`src/hw/ccp_defines.vh`:
```
// register indices, field positions, reset values and timing figures of the compare/pwm block
// assumes a 32-bit classic wishbone slave; byte address = 4 * register index
`ifndef CCP_DEFINES_VH
`define CCP_DEFINES_VH

// register indices (byte address is four times the index)
`define CCP_IDX_SEC0        10'h180
`define CCP_IDX_PRI0        10'h182
`define CCP_IDX_CON0        10'h184
`define CCP_IDX_SEC1        10'h186
`define CCP_IDX_PRI1        10'h188
`define CCP_IDX_CON1        10'h18A
`define CCP_IDX_TCNT0       10'h1A0
`define CCP_IDX_TPER0       10'h1A2
`define CCP_IDX_TCON0       10'h1A4
`define CCP_IDX_TCNT1       10'h1A6
`define CCP_IDX_TPER1       10'h1A8
`define CCP_IDX_TCON1       10'h1AA
`define CCP_IDX_IRQ_STAT    10'h1AC
`define CCP_IDX_IRQ_MASK    10'h1AE

// channel control fields
`define CCP_CON_MODE_LSB    0
`define CCP_CON_TSEL        3
`define CCP_CON_FAULT       4
`define CCP_CON_IDLE_STOP   13
`define CCP_CON_FREEZE      14
`define CCP_CON_WMASK       16'h600F

// channel mode encodings
`define CCP_MODE_OFF        3'h0
`define CCP_MODE_LOW        3'h1
`define CCP_MODE_HIGH       3'h2
`define CCP_MODE_TOGGLE     3'h3
`define CCP_MODE_SINGLE     3'h4
`define CCP_MODE_CONT       3'h5
`define CCP_MODE_PWM        3'h6
`define CCP_MODE_PWM_FLT    3'h7

// timebase control fields
`define CCP_TCON_ON         15
`define CCP_TCON_IDLE_STOP  13
`define CCP_TCON_PS_LSB     4
`define CCP_TCON_WMASK      16'hA030

// interrupt status / mask layout
`define CCP_IRQ_CMP_LSB     0
`define CCP_IRQ_TB_LSB      2
`define CCP_IRQ_FLT_LSB     4
`define CCP_IRQ_W           6

// prescale terminal counts (divide by 1, 8, 64, 256)
`define CCP_PS_LIM1         8'h00
`define CCP_PS_LIM8         8'h07
`define CCP_PS_LIM64        8'h3F
`define CCP_PS_LIM256       8'hFF

// reset values
`define CCP_RST_16          16'h0000
`define CCP_RST_IRQ         6'h00

// at prescale 1, one timer increment is four oscillator periods (one clk_i cycle)
`define CCP_OSC_PER_INC     4

`endif

```
`src/hw/ccp_compare_pwm.v`:
```
// two-channel output compare / pwm unit with two 16-bit timebases and a wishbone register port
// assumes clk_i is the instruction clock (four oscillator periods); sleep_i and idle_i come from
// logic on clk_i; the fault inputs are asynchronous pins and are synchronised here
//
// Register access over Wishbone was left to the implementer.
`timescale 1ns/1ns
`include "ccp_defines.vh"

// Notes on behaviour
// - modes 110 and 111 select pwm
// - primary latch read-only in pwm, secondary written
// - timer clears on increment after period match
// - pin set at period start unless duty zero
// - duty above period keeps pin high
// - secondary copied to primary at rollover
// - period is (period+1) times prescale clk_i cycles
// - fault low in mode 111 floats pin
// - fault flag at control bit 4
// - resume needs fault released and mode rewritten
// - sleep freezes pin at its current level
// - idle runs only if both idle-stops clear
// - non-pwm compare event sets compare flag
// - compare interrupt needs flag and enable
// - pwm rollover sets only timebase flag
// - timebase select bit 3, first timer default
module ccp_compare_pwm #(
    parameter ADR_W = 12
) (
    // clock and reset
    input  wire             clk_i,
    input  wire             rst_i,
    // wishbone slave
    input  wire             cyc_i,
    input  wire             stb_i,
    input  wire             we_i,
    input  wire [ADR_W-1:0] adr_i,
    input  wire [3:0]       sel_i,
    input  wire [31:0]      dat_i,
    output wire [31:0]      dat_o,
    output wire             ack_o,
    // power state
    input  wire             sleep_i,
    input  wire             idle_i,
    // pins
    input  wire [1:0]       fault_input_pin_n_i,
    output wire [1:0]       compare_output_pin_o,
    output wire [1:0]       compare_output_pin_oe_o,
    // interrupt
    output wire             irq_o
);

    // channel state, channel i in bits [16*i +: 16] of the 32-bit registers, bit i of the 2-bit ones
    reg  [31:0] sec_reg;
    reg  [31:0] pri_reg;
    reg  [31:0] con_reg;
    reg  [1:0]  fault_flag_reg;
    reg  [1:0]  pin_reg;
    reg  [1:0]  done_reg;
    reg  [1:0]  fsync1_reg;
    reg  [1:0]  fsync2_reg;
    // timebase state
    reg  [31:0] tcnt_reg;
    reg  [31:0] tper_reg;
    reg  [31:0] tcon_reg;
    reg  [15:0] psc_reg;
    // interrupts and bus
    reg  [`CCP_IRQ_W-1:0] irq_stat_reg;
    reg  [`CCP_IRQ_W-1:0] irq_mask_reg;
    reg  [`CCP_IRQ_W-1:0] irq_stat_next;
    reg  [`CCP_IRQ_W-1:0] irq_set;
    reg  [`CCP_IRQ_W-1:0] irq_clr;
    reg         ack_reg;
    reg  [31:0] dat_reg;
    reg  [15:0] rd_data;

    // decoded writes
    reg  [1:0]  wr_sec;
    reg  [1:0]  wr_pri;
    reg  [1:0]  wr_con;
    reg  [1:0]  wr_tcnt;
    reg  [1:0]  wr_tper;
    reg  [1:0]  wr_tcon;
    reg         wr_stat;
    reg         wr_mask;

    // per-timebase and per-channel combinational events
    reg  [1:0]  trun;
    reg  [1:0]  ttick;
    reg  [1:0]  troll;
    reg  [7:0]  plim [0:1];
    reg  [1:0]  ev;
    reg  [1:0]  roll;
    reg  [1:0]  match_p;
    reg  [1:0]  match_s;
    reg  [1:0]  cmp_ev;
    reg  [1:0]  pwm_on;
    reg  [1:0]  flt_set;
    reg  [1:0]  rearm;
    reg  [15:0] wdat [0:1];

    wire [9:0]  idx   = adr_i[11:2];
    wire        req   = cyc_i & stb_i;
    wire        wr_ok = req & we_i & ack_reg;
    wire [15:0] wdata = dat_i[15:0];

    // every process owns its loop index, so no variable has two drivers
    integer     i;
    integer     t;
    integer     ts;
    integer     tk;
    integer     cj;

    // byte-lane merge of a 16-bit register
    function [15:0] merge;
        input [15:0] old_v;
        input [15:0] new_v;
        input [1:0]  lanes;
        begin
            merge = {lanes[1] ? new_v[15:8] : old_v[15:8], lanes[0] ? new_v[7:0] : old_v[7:0]};
        end
    endfunction

    // write decode
    // only the ack edge commits, so each access writes once
    always @* begin
        wr_sec  = 2'b00;
        wr_pri  = 2'b00;
        wr_con  = 2'b00;
        wr_tcnt = 2'b00;
        wr_tper = 2'b00;
        wr_tcon = 2'b00;
        wr_stat = 1'b0;
        wr_mask = 1'b0;
        if (wr_ok) begin
            case (idx)
                `CCP_IDX_SEC0:     wr_sec[0]  = 1'b1;
                `CCP_IDX_PRI0:     wr_pri[0]  = 1'b1;
                `CCP_IDX_CON0:     wr_con[0]  = 1'b1;
                `CCP_IDX_SEC1:     wr_sec[1]  = 1'b1;
                `CCP_IDX_PRI1:     wr_pri[1]  = 1'b1;
                `CCP_IDX_CON1:     wr_con[1]  = 1'b1;
                `CCP_IDX_TCNT0:    wr_tcnt[0] = 1'b1;
                `CCP_IDX_TPER0:    wr_tper[0] = 1'b1;
                `CCP_IDX_TCON0:    wr_tcon[0] = 1'b1;
                `CCP_IDX_TCNT1:    wr_tcnt[1] = 1'b1;
                `CCP_IDX_TPER1:    wr_tper[1] = 1'b1;
                `CCP_IDX_TCON1:    wr_tcon[1] = 1'b1;
                `CCP_IDX_IRQ_STAT: wr_stat    = 1'b1;
                `CCP_IDX_IRQ_MASK: wr_mask    = 1'b1;
                default:           wr_stat    = 1'b0;
            endcase
        end
    end

    // read mux; unmapped indices read as zero
    always @* begin
        case (idx)
            `CCP_IDX_SEC0:     rd_data = sec_reg[15:0];
            `CCP_IDX_PRI0:     rd_data = pri_reg[15:0];
            `CCP_IDX_CON0:     rd_data = con_reg[15:0] | {11'h000, fault_flag_reg[0], 4'h0};
            `CCP_IDX_SEC1:     rd_data = sec_reg[31:16];
            `CCP_IDX_PRI1:     rd_data = pri_reg[31:16];
            `CCP_IDX_CON1:     rd_data = con_reg[31:16] | {11'h000, fault_flag_reg[1], 4'h0};
            `CCP_IDX_TCNT0:    rd_data = tcnt_reg[15:0];
            `CCP_IDX_TPER0:    rd_data = tper_reg[15:0];
            `CCP_IDX_TCON0:    rd_data = tcon_reg[15:0];
            `CCP_IDX_TCNT1:    rd_data = tcnt_reg[31:16];
            `CCP_IDX_TPER1:    rd_data = tper_reg[31:16];
            `CCP_IDX_TCON1:    rd_data = tcon_reg[31:16];
            `CCP_IDX_IRQ_STAT: rd_data = {10'h000, irq_stat_reg};
            `CCP_IDX_IRQ_MASK: rd_data = {10'h000, irq_mask_reg};
            default:           rd_data = 16'h0000;
        endcase
    end

    // timebase events: one increment per clk_i, i.e. four oscillator periods, times prescale
    always @* begin
        for (t = 0; t < 2; t = t + 1) begin
            // prescale 1, 8, 64 or 256 clk_i cycles per increment
            case (tcon_reg[16*t+`CCP_TCON_PS_LSB +: 2])
                2'h0:    plim[t] = `CCP_PS_LIM1;
                2'h1:    plim[t] = `CCP_PS_LIM8;
                2'h2:    plim[t] = `CCP_PS_LIM64;
                default: plim[t] = `CCP_PS_LIM256;
            endcase
            // sleep stops every timebase, idle only one with its idle-stop bit set
            trun[t]  = tcon_reg[16*t+`CCP_TCON_ON] & ~sleep_i &
                       ~(idle_i & tcon_reg[16*t+`CCP_TCON_IDLE_STOP]);
            ttick[t] = trun[t] & (psc_reg[8*t +: 8] == plim[t]);
            troll[t] = ttick[t] & (tcnt_reg[16*t +: 16] == tper_reg[16*t +: 16]);
        end
    end

    // channel events
    always @* begin
        irq_set = `CCP_RST_IRQ;
        irq_clr = `CCP_RST_IRQ;
        if (wr_stat) begin
            irq_clr = wdata[`CCP_IRQ_W-1:0];
        end
        for (i = 0; i < 2; i = i + 1) begin
            ts         = con_reg[16*i+`CCP_CON_TSEL] ? 1 : 0;
            wdat[i]    = merge(con_reg[16*i +: 16], wdata, sel_i[1:0]);
            pwm_on[i]  = (con_reg[16*i +: 3] == `CCP_MODE_PWM) ||
                         (con_reg[16*i +: 3] == `CCP_MODE_PWM_FLT);
            ev[i]      = ttick[ts] & ~(idle_i & con_reg[16*i+`CCP_CON_IDLE_STOP]);
            roll[i]    = ev[i] & troll[ts];
            match_p[i] = ev[i] & (tcnt_reg[16*ts +: 16] == pri_reg[16*i +: 16]);
            match_s[i] = ev[i] & (tcnt_reg[16*ts +: 16] == sec_reg[16*i +: 16]);
            case (con_reg[16*i +: 3])
                `CCP_MODE_LOW,
                `CCP_MODE_HIGH,
                `CCP_MODE_TOGGLE: cmp_ev[i] = match_p[i];
                `CCP_MODE_SINGLE: cmp_ev[i] = match_s[i] & ~done_reg[i];
                `CCP_MODE_CONT:   cmp_ev[i] = match_s[i];
                default:          cmp_ev[i] = 1'b0;
            endcase
            flt_set[i] = (con_reg[16*i +: 3] == `CCP_MODE_PWM_FLT) & ~fsync2_reg[i];
            // a fault clears only with the pin back high and a pwm mode rewritten
            rearm[i]   = wr_con[i] & (wdat[i][2:1] == 2'b11) & fsync2_reg[i];
            irq_set[`CCP_IRQ_CMP_LSB+i] = cmp_ev[i];
            irq_set[`CCP_IRQ_FLT_LSB+i] = flt_set[i] & ~fault_flag_reg[i];
        end
        irq_set[`CCP_IRQ_TB_LSB +: 2] = troll;
        // set wins over a clear in the same cycle
        irq_stat_next = (irq_stat_reg & ~irq_clr) | irq_set;
    end

    // bus handshake: ack one cycle after the request, read data with it
    // a held request is answered every second cycle; the master must drop it after the ack
    always @(posedge clk_i) begin
        if (rst_i) begin
            ack_reg <= 1'b0;
            dat_reg <= 32'h00000000;
        end else begin
            ack_reg <= req & ~ack_reg;
            if (req & ~ack_reg) begin
                dat_reg <= {16'h0000, rd_data};
            end
        end
    end

    // fault pin synchroniser
    // resets to the released (high) level, so no false fault follows reset
    always @(posedge clk_i) begin
        if (rst_i) begin
            fsync1_reg <= 2'b11;
            fsync2_reg <= 2'b11;
        end else begin
            fsync1_reg <= fault_input_pin_n_i;
            fsync2_reg <= fsync1_reg;
        end
    end

    // timebases; a sleeping device takes no tick so everything holds
    always @(posedge clk_i) begin
        if (rst_i) begin
            tcnt_reg <= 32'h00000000;
            tper_reg <= 32'hFFFFFFFF;
            tcon_reg <= 32'h00000000;
            psc_reg  <= 16'h0000;
        end else begin
            for (tk = 0; tk < 2; tk = tk + 1) begin
                if (trun[tk]) begin
                    psc_reg[8*tk +: 8] <= ttick[tk] ? 8'h00 : psc_reg[8*tk +: 8] + 8'h01;
                end
                if (troll[tk]) begin
                    tcnt_reg[16*tk +: 16] <= 16'h0000;
                end else if (ttick[tk]) begin
                    tcnt_reg[16*tk +: 16] <= tcnt_reg[16*tk +: 16] + 16'h0001;
                end
                // a software count write comes last, so it wins over the increment
                if (wr_tcnt[tk]) begin
                    tcnt_reg[16*tk +: 16] <= merge(tcnt_reg[16*tk +: 16], wdata, sel_i[1:0]);
                end
                if (wr_tper[tk]) begin
                    tper_reg[16*tk +: 16] <= merge(tper_reg[16*tk +: 16], wdata, sel_i[1:0]);
                end
                if (wr_tcon[tk]) begin
                    tcon_reg[16*tk +: 16] <= merge(tcon_reg[16*tk +: 16], wdata, sel_i[1:0]) & `CCP_TCON_WMASK;
                    psc_reg[8*tk +: 8]    <= 8'h00;
                end
            end
        end
    end

    // channels
    always @(posedge clk_i) begin
        if (rst_i) begin
            sec_reg        <= 32'h00000000;
            pri_reg        <= 32'h00000000;
            con_reg        <= 32'h00000000;
            fault_flag_reg <= 2'b00;
            pin_reg        <= 2'b00;
            done_reg       <= 2'b00;
        end else begin
            for (cj = 0; cj < 2; cj = cj + 1) begin
                if (wr_sec[cj]) begin
                    sec_reg[16*cj +: 16] <= merge(sec_reg[16*cj +: 16], wdata, sel_i[1:0]);
                end
                if (wr_pri[cj] && !pwm_on[cj]) begin
                    pri_reg[16*cj +: 16] <= merge(pri_reg[16*cj +: 16], wdata, sel_i[1:0]);
                end
                if (wr_con[cj]) begin
                    con_reg[16*cj +: 16] <= wdat[cj] & `CCP_CON_WMASK;
                    done_reg[cj]         <= 1'b0;
                end
                if (rearm[cj]) begin
                    fault_flag_reg[cj] <= 1'b0;
                end
                if (flt_set[cj]) begin
                    fault_flag_reg[cj] <= 1'b1;
                end
                // pwm: period start sets the pin, a duty match clears it
                if (pwm_on[cj]) begin
                    if (roll[cj]) begin
                        pri_reg[16*cj +: 16] <= sec_reg[16*cj +: 16];
                        pin_reg[cj]          <= (sec_reg[16*cj +: 16] != 16'h0000);
                    end else if (match_p[cj]) begin
                        pin_reg[cj] <= 1'b0;
                    end
                end else begin
                    case (con_reg[16*cj +: 3])
                        `CCP_MODE_LOW: begin
                            if (match_p[cj]) pin_reg[cj] <= 1'b0;
                        end
                        `CCP_MODE_HIGH: begin
                            if (match_p[cj]) pin_reg[cj] <= 1'b1;
                        end
                        `CCP_MODE_TOGGLE: begin
                            if (match_p[cj]) pin_reg[cj] <= ~pin_reg[cj];
                        end
                        `CCP_MODE_SINGLE: begin
                            if (match_p[cj] && !done_reg[cj]) pin_reg[cj] <= 1'b1;
                            if (match_s[cj]) begin
                                pin_reg[cj]  <= 1'b0;
                                done_reg[cj] <= 1'b1;
                            end
                        end
                        `CCP_MODE_CONT: begin
                            if (match_p[cj]) pin_reg[cj] <= 1'b1;
                            if (match_s[cj]) pin_reg[cj] <= 1'b0;
                        end
                        default: pin_reg[cj] <= 1'b0;
                    endcase
                end
            end
            // sleep_i stops every tick so pin_reg keeps its level
        end
    end

    // interrupt registers
    always @(posedge clk_i) begin
        if (rst_i) begin
            irq_stat_reg <= `CCP_RST_IRQ;
            irq_mask_reg <= `CCP_RST_IRQ;
        end else begin
            irq_stat_reg <= irq_stat_next;
            if (wr_mask) begin
                irq_mask_reg <= wdata[`CCP_IRQ_W-1:0];
            end
        end
    end

    // a pin is released while its channel is off or a fault holds it
    assign dat_o                   = dat_reg;
    assign ack_o                   = ack_reg;
    assign compare_output_pin_o    = pin_reg;
    assign compare_output_pin_oe_o = ~fault_flag_reg &
                                     {con_reg[18:16] != `CCP_MODE_OFF, con_reg[2:0] != `CCP_MODE_OFF};
    assign irq_o                   = |(irq_stat_reg & irq_mask_reg);

endmodule

```
`config.mk`:
```
export PLATFORM = sky130hd
export DESIGN_NAME = ccp_compare_pwm
export DESIGN_NICKNAME = d
export VERILOG_FILES = /design/src/hw/ccp_compare_pwm.v
export VERILOG_INCLUDE_DIRS = /design/src /design/src/hw
export SDC_FILE = /design/constraint.sdc
export NUM_CORES = 1
export LEC_CHECK = 0
export BUFFER_PORTS_ARGS = -buffer_cell sky130_fd_sc_hd__buf_2
export CAP_MARGIN = 0
export CORE_MARGIN = 2
export CORE_UTILIZATION = 55
export CTS_CLUSTER_SIZE = 8
export DETAILED_ROUTE_END_ITERATION = 12
export PLACE_DENSITY_LB_ADDON = 0.08
export SYNTH_ARGS = -nofsm -noshare
export SYNTH_HDL_FRONTEND = slang
export SYNTH_SLANG_ARGS = --single-unit
```
`constraint.sdc`:
```
create_clock -name clk_i -period 2.9 [get_ports clk_i]
set_clock_uncertainty 0.05 [all_clocks]
set_input_delay 0.725 -clock clk_i [delete_from_list [all_inputs] [get_ports clk_i]]
set_output_delay 0.725 -clock clk_i [all_outputs]
set_load 0.05 [all_outputs]
```
==> results.py <==
metrics = {
    "layout": {
        "drive_above_1_share_pct": 16.3,
        "fin_nets": 1611,
        "final_cell_mix": "202 x dfxtp_1, 162 x nor2_1, 162 x nand2_1, 96 x buf_4, 91 x xnor2_1",
        "nFillCells": 1873,
        "register_area_um2": 4070,
        "final_cells": 1827,
        "syn2layout_area_growth_pct": 15.8,
        "layout_commonest_cell": "dfxtp_1",
        "multi_input_area_um2": 7350,
    },
    "routing": {
        "avgRoutedWirePerCell_um": 23.7,
        "drt_wl_total_um": 43300,
        "drc": 0,
        "vias": 12200,
        "viasPerCell": 6.65,
        "antenna_left": 0,
        "first_pass_iters": 6,
        "drt-initial-drc-count": 1427,
    },
    "floorplan": {
        "die_w_um": 152,
        "rows": 53,
        "fp.dieH_um": 152,
        "core-area_um2": 21200,
        "start_util_pct": 56.4,
        "dieArea_um2": 23000,
        "num_io_pins": 95,
    },
    "timing": {
        "final_hold_viol_count": 0,
        "slew_viol_final": 0,
        "tns_ns": 0,
        "min_period_over_period_pct": 97.2,
        "fin_crit_ns": 2.82,
        "max_slew_margin_pct": 51.6,
        "finalWorstSetupSlack_ns": 0.0803,
        "rsz0062_at_grt": "true",
        "fmax_mhz": 355,
        "setup-violations-final": 0,
        "worst_pin_slew_ns": 0.707,
    },
    "placed_design": {
        "placed_cells": 1793,
        "portBuffers": 58,
        "preCtsSetupSlack_ns": -0.207,
        "place_hpwl_um": 31500,
        "place_congestion": 0.991,
    },
    "worst_setup_path": {
        "cp_slowest_cell": "or3b_4",
        "crit_chain": "buf_12 > mux2i_1 > xnor2_1 > nor4_1 > nand4_1 > or3b_4 > o21ai_0 > o21ai_1 > a311oi_2",
        "required_ns": 3.33,
        "end_kind": "register",
        "worst-path-buf-inv": 1,
        "reg2regPathDepth": 9,
        "timing.rr.end": "compare_output_pin_o[1]$_SDFFE_PP0P_",
        "cp.arrival_ns": 3.25,
        "max_stage_delay_ns": 0.48,
        "worst-r2r-setup-slack_ns": 0.08,
        "critPathMaxFanout": 23,
        "criticalPathCategory": "reg -> reg",
        "setup.worst_path.start_class": "register",
        "timing.rr.start": "con_reg[19]$_SDFFE_PP0P_",
        "critical_path.top_delay_family": "simple AND/OR/NAND/NOR gates",
    },
    "pwr": {
        "power_density_nw_per_um2": 450,
        "max-vdd-ir-drop_v": 0.000535,
        "p_sw_share_pct": 24.4,
        "p_switching_w": 0.00152,
        "p_clk_share_pct": 49.9,
        "p_int_w": 0.00471,
        "comb_power_share_pct": 5.0,
        "p_seq_share_pct": 45.2,
        "p_leak_nw": 4.82,
    },
    "logic_synthesis": {
        "ys_seq_area_share_pct": 34.0,
        "avgSynthCellArea_um2": 8.10,
        "synthFlopType": "dfxtp_1",
        "synth_cell_types": 77,
        "yosys_warnings": 0,
        "syn_area_um2": 12000,
        "synth_top_area_share_pct": 34.0,
        "synth_area_leader_cell": "dfxtp_1",
        "synth_edf_count": 0,
        "syn_inst": 1477,
        "ys_ff_latch": 203,
        "synthArstFlopShare_pct": 0,
        "ys_top_cells_by_area": "dfxtp_1 34%, mux2i_1 7.3%, xnor2_1 6.7%, nand2_1 5.1%, nor2_1 5.1%",
    },
    "global_route": {
        "grt_pass1_wl_um": 65300,
        "track_usage_pct": 37.5,
        "grt_overflow": 0,
        "antenna_found_initial": 1,
        "grt_pass1_vias": 11100,
        "grt_max_degree": 61,
    },
    "status": {
        "status": "complete, no violations",
    },
    "clocking": {
        "htreeDepth": 1,
        "clkLatencyLatePin_ns": 0.56,
        "cts_buffers": 29,
        "clk_path_buf_depth": 3,
        "cts.clk_slew.worst_paths_ns": 0.06,
        "clockRootBuffer": "clkbuf_16",
        "clock-sinks": 203,
        "cts_tree": "yes",
    },
    "run": {
        "maxCapViolations": 0,
    },
    "min_path": {
        "hp-class": "in -> reg",
        "min_from": "fault_input_pin_n_i[1]",
        "hold_depth": 2,
        "min_to": "fsync1_reg[1]$_SDFF_PP1_",
    },
}
-- through the flow --
step	total power, W	hold slack [ns]	cell area [um2]	utilization, %
4_1_cts	0.00623	0.303	13800	65.0
3_3_place_gp	0.00317	0.340	13000	61.4
6_report	0.00623	0.306	13900	65.3
3_5_place_dp	0.00317	0.344	13000	61.4
2_1_floorplan	0.00308	0.339	12000	-
5_1_grt	0.00635	0.331	13900	65.3
-- how the worst max path moves through the flow --
stage / startpoint / to / slack, ns / cells past startpoint
after floorplan: adr_i[11] / tper_reg[14]$_SDFFE_PP1P_ / 0.09 / 7
after global placement: adr_i[9] / dat_o[2]$_SDFFE_PP0P_ / -0.17 / 11
after detailed placement: adr_i[9] / dat_o[2]$_SDFFE_PP0P_ / -0.21 / 11
after CTS: con_reg[19]$_SDFFE_PP0P_ / compare_output_pin_o[1]$_SDFFE_PP0P_ / 0.08 / 9
after global routing: con_reg[19]$_SDFFE_PP0P_ / compare_output_pin_o[1]$_SDFFE_PP0P_ / -0.03 / 9
final: con_reg[19]$_SDFFE_PP0P_ / compare_output_pin_o[1]$_SDFFE_PP0P_ / 0.08 / 9
-- power by group through the flow --
stage                     registers, W  logic, W  clock network (W)
after floorplan                0.00290  0.000175                  0
after global placement         0.00287  0.000298                  0
after detailed placement       0.00287  0.000300                  0
after CTS                      0.00281  0.000300            0.00312
after global routing           0.00281  0.000322            0.00322
final                          0.00282  0.000309            0.00311
-- cells in the mapped netlist, types with 12 or more instances --
cell	n
inv_1	14
a22o_1	12
nand2_1	162
buf_4	17
a211oi_1	25
nand4_1	30
a221oi_1	15
dfxtp_1	203
a21oi_1	75
xor2_1	21
nand3_1	29
a22oi_1	57
a211oi_2	17
clkbuf_1	94
nor2_1	162
nor4_1	32
xnor2_1	91
mux2i_1	87
o21ai_0	46
nor2b_1	37
buf_2	15
and3_1	15
a211o_1	32
nor3_1	33
-- worst register-to-register path: stages (launching register included) --
cell and delay, ns:
dfxtp_1 0.37, buf_12 0.23, mux2i_1 0.45, xnor2_1 0.16, nor4_1 0.20, nand4_1 0.32
or3b_4 0.48, o21ai_0 0.17, o21ai_1 0.10, a311oi_2 0.22
-- cell type report --
type,count,area share (%)
clock buffers,30,5.26
inverters,14,0.379
multi-input cells,1135,53.0
diodes,1,0.0181
flip-flops and latches,203,29.3
well taps,275,2.48
repair buffers,167,9.15
clock inverters,2,0.361
-- cells by family after synthesis --
family | count (synthesis) | share of synthesized area [%]
buf+inv | 154 | 5.79
fa+ha+maj | 4 | 0.418
compound gates | 358 | 22.0
simple gates | 558 | 22.3
other cells | 1 | 0.0313
xor+xnor | 112 | 8.20
mux | 87 | 7.28
flops | 203 | 34.0
-- routing by layer --
metal / wire (um) / share of wire [%] / vias up / GRT usage (%)
li1: - / - / 5443 / -
met1: 17500 / 40 / 5728 / 53.3
met2: 18100 / 42 / 820 / 55.2
met3: 5620 / 13 / 163 / 8.38
met4: 2030 / 4.7 / 0 / 14.6
met5: 0 / 0 / - / 0
-- timing repair --
action	4_1_cts	5_1_grt
endpoints found under the setup margin	0	12
buffers inserted	0	1
hold buffers	0	0
gates resized for setup	0	11
Note: power is estimated with default switching activity, not from simulation.
